**src/shared/pth_consts.svh**
```systemverilog
// constants for the processor bus tenure handshake master
`ifndef PTH_CONSTS_SVH
`define PTH_CONSTS_SVH
`define PTH_ADDR_W 32
`define PTH_HALF_W 32
`define PTH_DATA_W 64
`define PTH_LANES 8
`define PTH_LANE_W 8
`define PTH_ASSERTED 1'b0
`define PTH_NEGATED 1'b1
`define PTH_ZERO_ADDR 32'h0000_0000
`define PTH_ZERO_DATA 64'h0000_0000_0000_0000
`endif

```
**src/shared/pth_pkg.sv**
```systemverilog
// types for the processor bus tenure handshake master
package pth_pkg;
    typedef enum logic [4:0] {
        PTH_IDLE  = 5'h01,
        PTH_ADDR  = 5'h02,
        PTH_ARCHK = 5'h04,
        PTH_DWAIT = 5'h08,
        PTH_DATA  = 5'h10
    } pth_state_type;
endpackage : pth_pkg

```
**src/logic/pth_master.sv**
```systemverilog
// processor-side bus master for address and data tenure handshakes
`timescale 1ns/1ns
`include "pth_consts.svh"
module pth_master #(
    parameter int ADDR_W = `PTH_ADDR_W
) (
    // clock and reset
    input wire logic CORE_CLK_IN,
    input wire logic RESETN_IN,
    // user request side
    input wire logic REQ_VALID_IN,
    input wire logic REQ_BURST_IN,
    input wire logic REQ_WRITE_IN,
    input wire logic [ADDR_W-1:0] REQ_ADDR_IN,
    input wire logic [`PTH_DATA_W-1:0] REQ_WDATA_IN,
    input wire logic SNOOP_RETRY_IN,
    output logic REQ_READY_OUT,
    output logic DONE_OUT,
    output logic RETRIED_OUT,
    output logic [`PTH_DATA_W-1:0] RDATA_OUT,
    // address tenure pins
    input wire logic ADDRESS_BUS_GRANT_N_IN,
    input wire logic TRANSFER_START_N_IN,
    output logic TRANSFER_START_N_OUT,
    output logic TRANSFER_START_OE_OUT,
    output logic [ADDR_W-1:0] ADDRESS_LINES_OUT,
    output logic ADDRESS_LINES_OE_OUT,
    output logic BURST_INDICATOR_N_OUT,
    output logic BURST_INDICATOR_OE_OUT,
    input wire logic ADDRESS_TENURE_ACK_N_IN,
    input wire logic ADDRESS_RETRY_N_IN,
    output logic ADDRESS_RETRY_N_OUT,
    output logic ADDRESS_RETRY_OE_OUT,
    // data tenure pins
    input wire logic DATA_BUS_GRANT_CPU_N_IN,
    input wire logic DATA_BUS_BUSY_N_IN,
    output logic DATA_BUS_BUSY_N_OUT,
    output logic DATA_BUS_BUSY_OE_OUT,
    input wire logic [`PTH_HALF_W-1:0] DATA_HIGH_HALF_IN,
    output logic [`PTH_HALF_W-1:0] DATA_HIGH_HALF_OUT,
    output logic DATA_HIGH_HALF_OE_OUT,
    input wire logic [`PTH_HALF_W-1:0] DATA_LOW_HALF_IN,
    output logic [`PTH_HALF_W-1:0] DATA_LOW_HALF_OUT,
    output logic DATA_LOW_HALF_OE_OUT
);

    pth_pkg::pth_state_type state_r;
    logic [5:0] meta_r;
    logic [5:0] sync_r;
    logic [`PTH_DATA_W-1:0] din_meta_r;
    logic [`PTH_DATA_W-1:0] din_sync_r;
    logic bg_s, ts_s, address_tenure_ack_s, address_retry_s, dbg_s, dbb_s;
    logic bg_seen_r, ts_first_r, burst_r, write_r, snoop_r, address_retry_drv_r;
    logic [ADDR_W-1:0] addr_r;
    logic [`PTH_DATA_W-1:0] wdata_r;
    logic [`PTH_DATA_W-1:0] lanes_out;
    logic [`PTH_DATA_W-1:0] lanes_in;
    logic own_addr, qual_grant;

    // pins pass two flops; the bus sees all handshakes one sync late
    always_ff @(posedge CORE_CLK_IN) begin
        meta_r <= {ADDRESS_BUS_GRANT_N_IN, TRANSFER_START_N_IN,
                   ADDRESS_TENURE_ACK_N_IN, ADDRESS_RETRY_N_IN,
                   DATA_BUS_GRANT_CPU_N_IN, DATA_BUS_BUSY_N_IN};
        sync_r <= meta_r;
        din_meta_r <= {DATA_LOW_HALF_IN, DATA_HIGH_HALF_IN};
        din_sync_r <= din_meta_r;
    end

    // active-low pins turned into active-high internal levels
    assign bg_s = (sync_r[5] == `PTH_ASSERTED);
    assign ts_s = (sync_r[4] == `PTH_ASSERTED);
    assign address_tenure_ack_s = (sync_r[3] == `PTH_ASSERTED);
    assign address_retry_s = (sync_r[2] == `PTH_ASSERTED);
    assign dbg_s = (sync_r[1] == `PTH_ASSERTED);
    assign dbb_s = (sync_r[0] == `PTH_ASSERTED);

    assign own_addr = (state_r == pth_pkg::PTH_ADDR);
    // any retry seen blocks the data grant, whether for our own address tenure or a pipelined one
    assign qual_grant = dbg_s && !dbb_s && !address_retry_s;

    always_ff @(posedge CORE_CLK_IN) begin
        if (!RESETN_IN) begin
            bg_seen_r <= 1'b0;
        end else begin
            bg_seen_r <= bg_s;
        end
    end

    always_ff @(posedge CORE_CLK_IN) begin
        if (!RESETN_IN) begin
            state_r <= pth_pkg::PTH_IDLE;
            ts_first_r <= 1'b0;
            DONE_OUT <= 1'b0;
            RETRIED_OUT <= 1'b0;
        end else begin
            DONE_OUT <= 1'b0;
            RETRIED_OUT <= 1'b0;
            ts_first_r <= 1'b0;
            case (state_r)
                pth_pkg::PTH_IDLE: begin
                    if (REQ_VALID_IN && bg_seen_r && bg_s) begin
                        state_r <= pth_pkg::PTH_ADDR;
                        ts_first_r <= 1'b1;
                    end
                end
                pth_pkg::PTH_ADDR: begin
                    // tenure stays open until the ack is seen
                    if (address_tenure_ack_s && !ts_first_r) begin
                        state_r <= pth_pkg::PTH_ARCHK;
                    end
                end
                pth_pkg::PTH_ARCHK: begin
                    if (address_retry_s) begin
                        state_r <= pth_pkg::PTH_IDLE;
                        RETRIED_OUT <= 1'b1;
                    end else begin
                        state_r <= pth_pkg::PTH_DWAIT;
                    end
                end
                pth_pkg::PTH_DWAIT: begin
                    if (qual_grant) begin
                        state_r <= pth_pkg::PTH_DATA;
                    end
                end
                pth_pkg::PTH_DATA: begin
                    state_r <= pth_pkg::PTH_IDLE;
                    DONE_OUT <= 1'b1;
                end
                default: begin
                    state_r <= pth_pkg::PTH_IDLE;
                end
            endcase
        end
    end

    // request latched once so address stays stable for the whole tenure
    always_ff @(posedge CORE_CLK_IN) begin
        if (!RESETN_IN) begin
            addr_r <= ADDR_W'(`PTH_ZERO_ADDR);
            wdata_r <= `PTH_ZERO_DATA;
            burst_r <= 1'b0;
            write_r <= 1'b0;
        end else if (state_r == pth_pkg::PTH_IDLE && REQ_VALID_IN
                     && bg_seen_r && bg_s) begin
            addr_r <= REQ_ADDR_IN;
            wdata_r <= REQ_WDATA_IN;
            burst_r <= REQ_BURST_IN;
            write_r <= REQ_WRITE_IN;
        end
    end

    always_ff @(posedge CORE_CLK_IN) begin
        if (!RESETN_IN) begin
            RDATA_OUT <= `PTH_ZERO_DATA;
        end else if (state_r == pth_pkg::PTH_DATA && !write_r) begin
            RDATA_OUT <= lanes_in;
        end
    end

    // snooper: retry another master's tenure on request, one clock wide
    always_ff @(posedge CORE_CLK_IN) begin
        if (!RESETN_IN) begin
            snoop_r <= 1'b0;
            address_retry_drv_r <= 1'b0;
        end else begin
            address_retry_drv_r <= snoop_r && address_tenure_ack_s && SNOOP_RETRY_IN;
            // a start seen with the old ack opens the next snoop, so set wins
            if (ts_s && state_r == pth_pkg::PTH_IDLE) begin
                snoop_r <= 1'b1;
            end else if (address_tenure_ack_s) begin
                snoop_r <= 1'b0;
            end
        end
    end

    // byte lane k sits at bits 8k+7:8k on both sides
    genvar g;
    generate
        for (g = 0; g < `PTH_LANES; g++) begin : g_lane
            assign lanes_out[g*`PTH_LANE_W +: `PTH_LANE_W] =
                wdata_r[g*`PTH_LANE_W +: `PTH_LANE_W];
            assign lanes_in[g*`PTH_LANE_W +: `PTH_LANE_W] =
                din_sync_r[g*`PTH_LANE_W +: `PTH_LANE_W];
        end
    endgenerate

    assign REQ_READY_OUT = (state_r == pth_pkg::PTH_IDLE) && bg_seen_r && bg_s;
    assign TRANSFER_START_N_OUT = ts_first_r ? `PTH_ASSERTED : `PTH_NEGATED;
    assign TRANSFER_START_OE_OUT = own_addr;
    assign ADDRESS_LINES_OUT = addr_r;
    assign ADDRESS_LINES_OE_OUT = own_addr;
    assign BURST_INDICATOR_N_OUT = burst_r ? `PTH_ASSERTED : `PTH_NEGATED;
    assign BURST_INDICATOR_OE_OUT = own_addr;
    assign ADDRESS_RETRY_N_OUT = `PTH_ASSERTED;
    assign ADDRESS_RETRY_OE_OUT = address_retry_drv_r;
    assign DATA_BUS_BUSY_N_OUT = `PTH_ASSERTED;
    assign DATA_BUS_BUSY_OE_OUT = (state_r == pth_pkg::PTH_DATA);
    assign DATA_HIGH_HALF_OUT = lanes_out[`PTH_HALF_W-1:0];
    assign DATA_LOW_HALF_OUT = lanes_out[`PTH_DATA_W-1:`PTH_HALF_W];
    assign DATA_HIGH_HALF_OE_OUT = (state_r == pth_pkg::PTH_DATA) && write_r;
    assign DATA_LOW_HALF_OE_OUT = (state_r == pth_pkg::PTH_DATA) && write_r;
endmodule : pth_master

```
**config.mk**
```make
export PLATFORM = sky130hd
export DESIGN_NAME = pth_master
export DESIGN_NICKNAME = d
export VERILOG_FILES = /design/src/shared/pth_pkg.sv /design/src/logic/pth_master.sv
export VERILOG_INCLUDE_DIRS = /design/src /design/src/shared
export SDC_FILE = /design/constraint.sdc
export NUM_CORES = 1
export LEC_CHECK = 0
export BUFFER_PORTS_ARGS = -buffer_cell sky130_fd_sc_hd__buf_2
export CORE_ASPECT_RATIO = 0.9
export CORE_MARGIN = 3
export CORE_UTILIZATION = 26
export DETAILED_ROUTE_END_ITERATION = 8
export GPL_TIMING_DRIVEN = 0
export HOLD_SLACK_MARGIN = 0.12
export PLACE_DENSITY_LB_ADDON = 0.15
export SYNTH_ARGS = -nofsm -noshare
export SYNTH_HDL_FRONTEND = slang
export SYNTH_SLANG_ARGS = --single-unit
```
**constraint.sdc**
```tcl
create_clock -name CORE_CLK_IN -period 4.2 [get_ports CORE_CLK_IN]
set_input_delay 0.21 -clock CORE_CLK_IN [delete_from_list [all_inputs] [get_ports CORE_CLK_IN]]
set_output_delay 0.21 -clock CORE_CLK_IN [all_outputs]
set_load 0.02 [all_outputs]
```
==> flow_summary.html <==
<table>
<tr><th>Metric</th><th>Value</th></tr>
<tr><th colspan="2">Run status</th></tr>
<tr><td>Result of the run</td><td>finished clean</td></tr>
<tr><th colspan="2">Timing</th></tr>
<tr><td>Max Clk Rate</td><td>roughly 400 MHz</td></tr>
<tr><td>Transition time of the tightest slew-check pin</td><td>828 ps</td></tr>
<tr><td>Period utilization</td><td>0.594</td></tr>
<tr><td>Rel. slew slack</td><td>0.448</td></tr>
<tr><td>RSZ-0062 raised after global routing</td><td>no</td></tr>
<tr><td>Tightest hold margin</td><td>around 290 ps</td></tr>
<tr><td>Number of max-slew violations in the final report</td><td>0</td></tr>
<tr><td>Final setup violation count</td><td>0</td></tr>
<tr><td>Setup tns final</td><td>0 ps</td></tr>
<tr><td>Number of failing hold endpoints at the final stage</td><td>0</td></tr>
<tr><td>Clock skew after layout</td><td>approximately 20 ps</td></tr>
<tr><td>Final Critical Period</td><td>between 2000 and 2500 ps</td></tr>
<tr><th colspan="2">Clock tree</th></tr>
<tr><td>Max Root-Sink Buffers</td><td>3</td></tr>
<tr><td>TritonCTS clock tree</td><td>done</td></tr>
<tr><td>H-tree Lvls</td><td>2</td></tr>
<tr><td>Clock latency on the worst-skew pair</td><td>530 ps</td></tr>
<tr><td>Number of buffers created by CTS</td><td>36</td></tr>
<tr><td>Post-CTS setup-driven buffer insertion count</td><td>0</td></tr>
<tr><td>Num Clock Sinks</td><td>around 310</td></tr>
<tr><td>Worst-path clk slew</td><td>~60 ps</td></tr>
<tr><td>Clock Root Buffer</td><td>clkbuf_16</td></tr>
<tr><th colspan="2">Critical path</th></tr>
<tr><td>Worst Setup Start Kind</td><td>flip-flop</td></tr>
<tr><td>Maximum fanout count along the critical path</td><td>6</td></tr>
<tr><td>Critical path's top delay family</td><td>simple AND/OR/NAND/NOR gates</td></tr>
<tr><td>Data required time at the worst endpoint</td><td>roughly 4000 ps</td></tr>
<tr><td>Slowest library cell on the worst path</td><td>nor4b_1</td></tr>
<tr><td>Largest stage delay, worst path</td><td>about 520 ps</td></tr>
<tr><td>FF-to-FF setup slack</td><td>around 2200 ps</td></tr>
<tr><td>Crit path kind</td><td>flip-flop to primary output</td></tr>
<tr><td>Critical Path, Cell by Cell</td><td>or2_2, nor4b_1, and2_1, buf_4, buf_2</td></tr>
<tr><td>Worst Path Buf+Inv</td><td>2</td></tr>
<tr><td>Nature of the critical path endpoint</td><td>primary output</td></tr>
<tr><td>CP Data Arrival Time</td><td>approximately 2300 ps</td></tr>
<tr><th colspan="2">Route</th></tr>
<tr><td>Number of nets with antenna violations after detailed routing</td><td>0</td></tr>
<tr><td>Drt via density</td><td>4.03</td></tr>
<tr><td>DRC violation count after routing</td><td>0</td></tr>
<tr><td>First-pass iteration count of the detailed router</td><td>4</td></tr>
<tr><td>Wire length reported by the detailed router</td><td>between 20000 and 30000 um</td></tr>
<tr><td>Overall via count from detail_route</td><td>~7800</td></tr>
<tr><td>DRC violation total after the first TritonRoute iteration</td><td>roughly 340</td></tr>
<tr><td>Wire per inst</td><td>approximately 15 um</td></tr>
<tr><th colspan="2">Place</th></tr>
<tr><td>Global placement routability congestion</td><td>about 0.71</td></tr>
<tr><td>Instance area after placement</td><td>around 0.012 mm^2</td></tr>
<tr><td># placed instances</td><td>1714</td></tr>
<tr><td>Estimated wirelength of the detail-placed design</td><td>a little under 20000 um</td></tr>
<tr><td>Number of I/O port buffers</td><td>~340</td></tr>
<tr><th colspan="2">Logic synthesis</th></tr>
<tr><td>Avg Inst Size Synth</td><td>10.9 um^2</td></tr>
<tr><td>Part of the Yosys area used for sequential elements</td><td>0.640</td></tr>
<tr><td>Portion of synthesized cell area occupied by the leading cell type</td><td>0.640</td></tr>
<tr><td>Post-synthesis cell count</td><td>approximately 900</td></tr>
<tr><td>Cells taking the most area after synthesis</td><td>dfxtp_1, mux2i_1, nand2_1</td></tr>
<tr><td>Distinct cell type count of the synthesized netlist</td><td>30</td></tr>
<tr><td>Synth Cell Area</td><td>between 0.009 and 0.01 mm^2</td></tr>
<tr><td>Cell type contributing the most total cell area after synthesis</td><td>dfxtp_1</td></tr>
<tr><td>Synthesis Warnings</td><td>0</td></tr>
<tr><td>Seq cells post-synth</td><td>roughly 310</td></tr>
<tr><th colspan="2">Global route</th></tr>
<tr><td>Number of global-route vias before repair</td><td>between 8000 and 9000</td></tr>
<tr><td>Global route total overflow</td><td>0</td></tr>
<tr><td>Global-route wire length before repair</td><td>between 40000 and 50000 um</td></tr>
<tr><td>Initial antenna violation count</td><td>0</td></tr>
<tr><td>Largest net degree at the start of global routing</td><td>13</td></tr>
<tr><td>Overall track demand over capacity in global routing</td><td>0.141</td></tr>
<tr><th colspan="2">Die</th></tr>
<tr><td>Rows</td><td>66</td></tr>
<tr><td>Starting density of the core</td><td>0.267</td></tr>
<tr><td>Total die area</td><td>0.0400 mm^2</td></tr>
<tr><td>Vert. Die Dim</td><td>190 um</td></tr>
<tr><td>Io pins</td><td>346</td></tr>
<tr><td>Horizontal die dimension</td><td>211 um</td></tr>
<tr><td>Standard cell core area</td><td>approximately 0.037 mm^2</td></tr>
<tr><th colspan="2">Final layout</th></tr>
<tr><td>Area added between synthesis and finish</td><td>52.7%</td></tr>
<tr><td>Antenna diode count</td><td>0</td></tr>
<tr><td>Post-layout instance count excluding filler cells</td><td>1945</td></tr>
<tr><td>Final standard cell area without fillers</td><td>0.0150 mm^2</td></tr>
<tr><td>Proportion of layout cells with a drive suffix above 1</td><td>0.288</td></tr>
<tr><td>Post-layout nets</td><td>1617</td></tr>
<tr><td>Final core occ</td><td>0.408</td></tr>
<tr><th colspan="2">Power</th></tr>
<tr><td>Worst vdd rail ir drop</td><td>373 uV</td></tr>
<tr><td>Share of power burned in combinational logic</td><td>0.065</td></tr>
<tr><td>Clock share of power</td><td>0.463</td></tr>
<tr><td>Power Internal</td><td>a little over 5000 uW</td></tr>
<tr><td>Static leakage</td><td>0.00659 uW</td></tr>
<tr><td>Power dissipated by switching net loads</td><td>1430 uW</td></tr>
<tr><td>Switching part of the total</td><td>0.217</td></tr>
<tr><td>Sequential cell fraction of total power</td><td>0.472</td></tr>
<tr><td>Power density over the cells</td><td>about 440 mW/mm^2</td></tr>
<tr><th colspan="2">Flow run</th></tr>
<tr><td>Number of maximum-capacitance constraint violations</td><td>0</td></tr>
<tr><th colspan="2">Hold path</th></tr>
<tr><td>Worst hold path type</td><td>input port to flip-flop</td></tr>
</table>
==> per-layer routing <==
metal | vias up | track usage | wire length (um)
li1 | 3983 | - | -
met1 | 3561 | 0.176 | 12700
met2 | 250 | 0.233 | 13100
met3 | 49 | 0.0472 | 2410
met4 | 0 | 0.0412 | 621
met5 | - | 0 | 0
==> cell type report <==
cell class / count / area [um^2]
Buffer: 60 / 430
Clock buffer: 56 / 1090
Clock inverter: 6 / 72.6
Fill cell: 3629 / 21700
Inverter: 2 / 7.51
Multi-Input combinational cell: 521 / 3090
Sequential cell: 313 / 6270
Tap cell: 476 / 596
Timing Repair Buffer: 511 / 3400
==> stage by stage <==
stage	total power, uW	setup slack, ps
after CTS	6670	1610
final	6560	1710
after global routing	6830	1550
after detailed placement	3460	1840
after global placement	3460	1900
after floorplan	3300	1970
==> final timing paths <==
path / startpoint / to / cells past startpoint
worst max register to register: state_r[2] / RDATA_OUT[58] / 5
worst min-delay path: RESETN_IN / state_r[3] / 3
worst max-delay path: state_r[2] / DATA_LOW_HALF_OE_OUT / 5
worst min register to register: din_meta_r[31] / din_sync_r[31] / 0
==> synth_stat cells (all sizes together) <==
master	number
o31ai	1
clkbuf	35
nand2	326
o211a	1
a21oi	1
or4bb	1
or4b	2
inv	2
nor4b	3
conb	1
nor3b	1
nand3b	3
or2	1
nor3	1
buf	25
mux2i	162
a32oi	1
o21a	1
nand2b	3
and2	5
nor2	1
nor4	2
and4b	2
dfxtp	313
nor2b	1
==> cell families (layout without fill, tap and decap cells) <==
| kind of cell | Yosys count | after routing | synth area share |
|---|---|---|---|
| AO/OA/AOI/OAI | 5 | 5 | 0.00396 |
| AND/OR/NAND/NOR | 352 | 352 | 0.146 |
| multiplexers | 162 | 162 | 0.166 |
| flip-flops | 313 | 313 | 0.640 |
| buffers and inverters | 62 | 635 | 0.0447 |
| other | 1 | 2 | 0.000383 |
==> flip-flops by register name, summed over array words and instances, names as in the netlist, 5 cells and up <==
register,cells
meta_r,6
RDATA_OUT,64
din_sync_r,64
sync_r,6
lanes_out,64
ADDRESS_LINES_OUT,32
din_meta_r,64
state_r,5
==> what timing repair did <==
action,CTS,global route
resized for setup,0,0
endpoints found under the hold margin,169,0
hold buffers,169,0
endpoints found under the setup margin,0,0
==> power groups by stage <==
stage / clock (uW) / combinational (uW) / sequential (uW)
floorplan: 0 / 127 / 3180
finish: 3040 / 425 / 3090
global route: 3270 / 468 / 3100
global placement: 0 / 302 / 3160
detailed placement: 0 / 303 / 3160
CTS: 3140 / 430 / 3090
==> placed cells by master (no fill, tap or decap), drive strengths merged, types with 2 or more instances in the layout <==
cell type,synthesis,final
inv,2,3
and2,5,5
nand2,326,326
and4b,2,2
dfxtp,313,313
or4b,2,2
conb,1,2
dlygate4sd3,0,169
nand2b,3,3
nor4b,3,3
mux2i,162,162
nand3b,3,3
clkinv,0,3
buf,25,367
clkbuf,35,91
nor4,2,2
==> worst register-to-register path, cell delays in order, from the launching register on <==
cell     delay, ps
dfxtp_1        360
or2_2          340
nor4_1         370
buf_2          370
buf_4          300
mux2i_1        230
(Power assumes the default switching activity.)
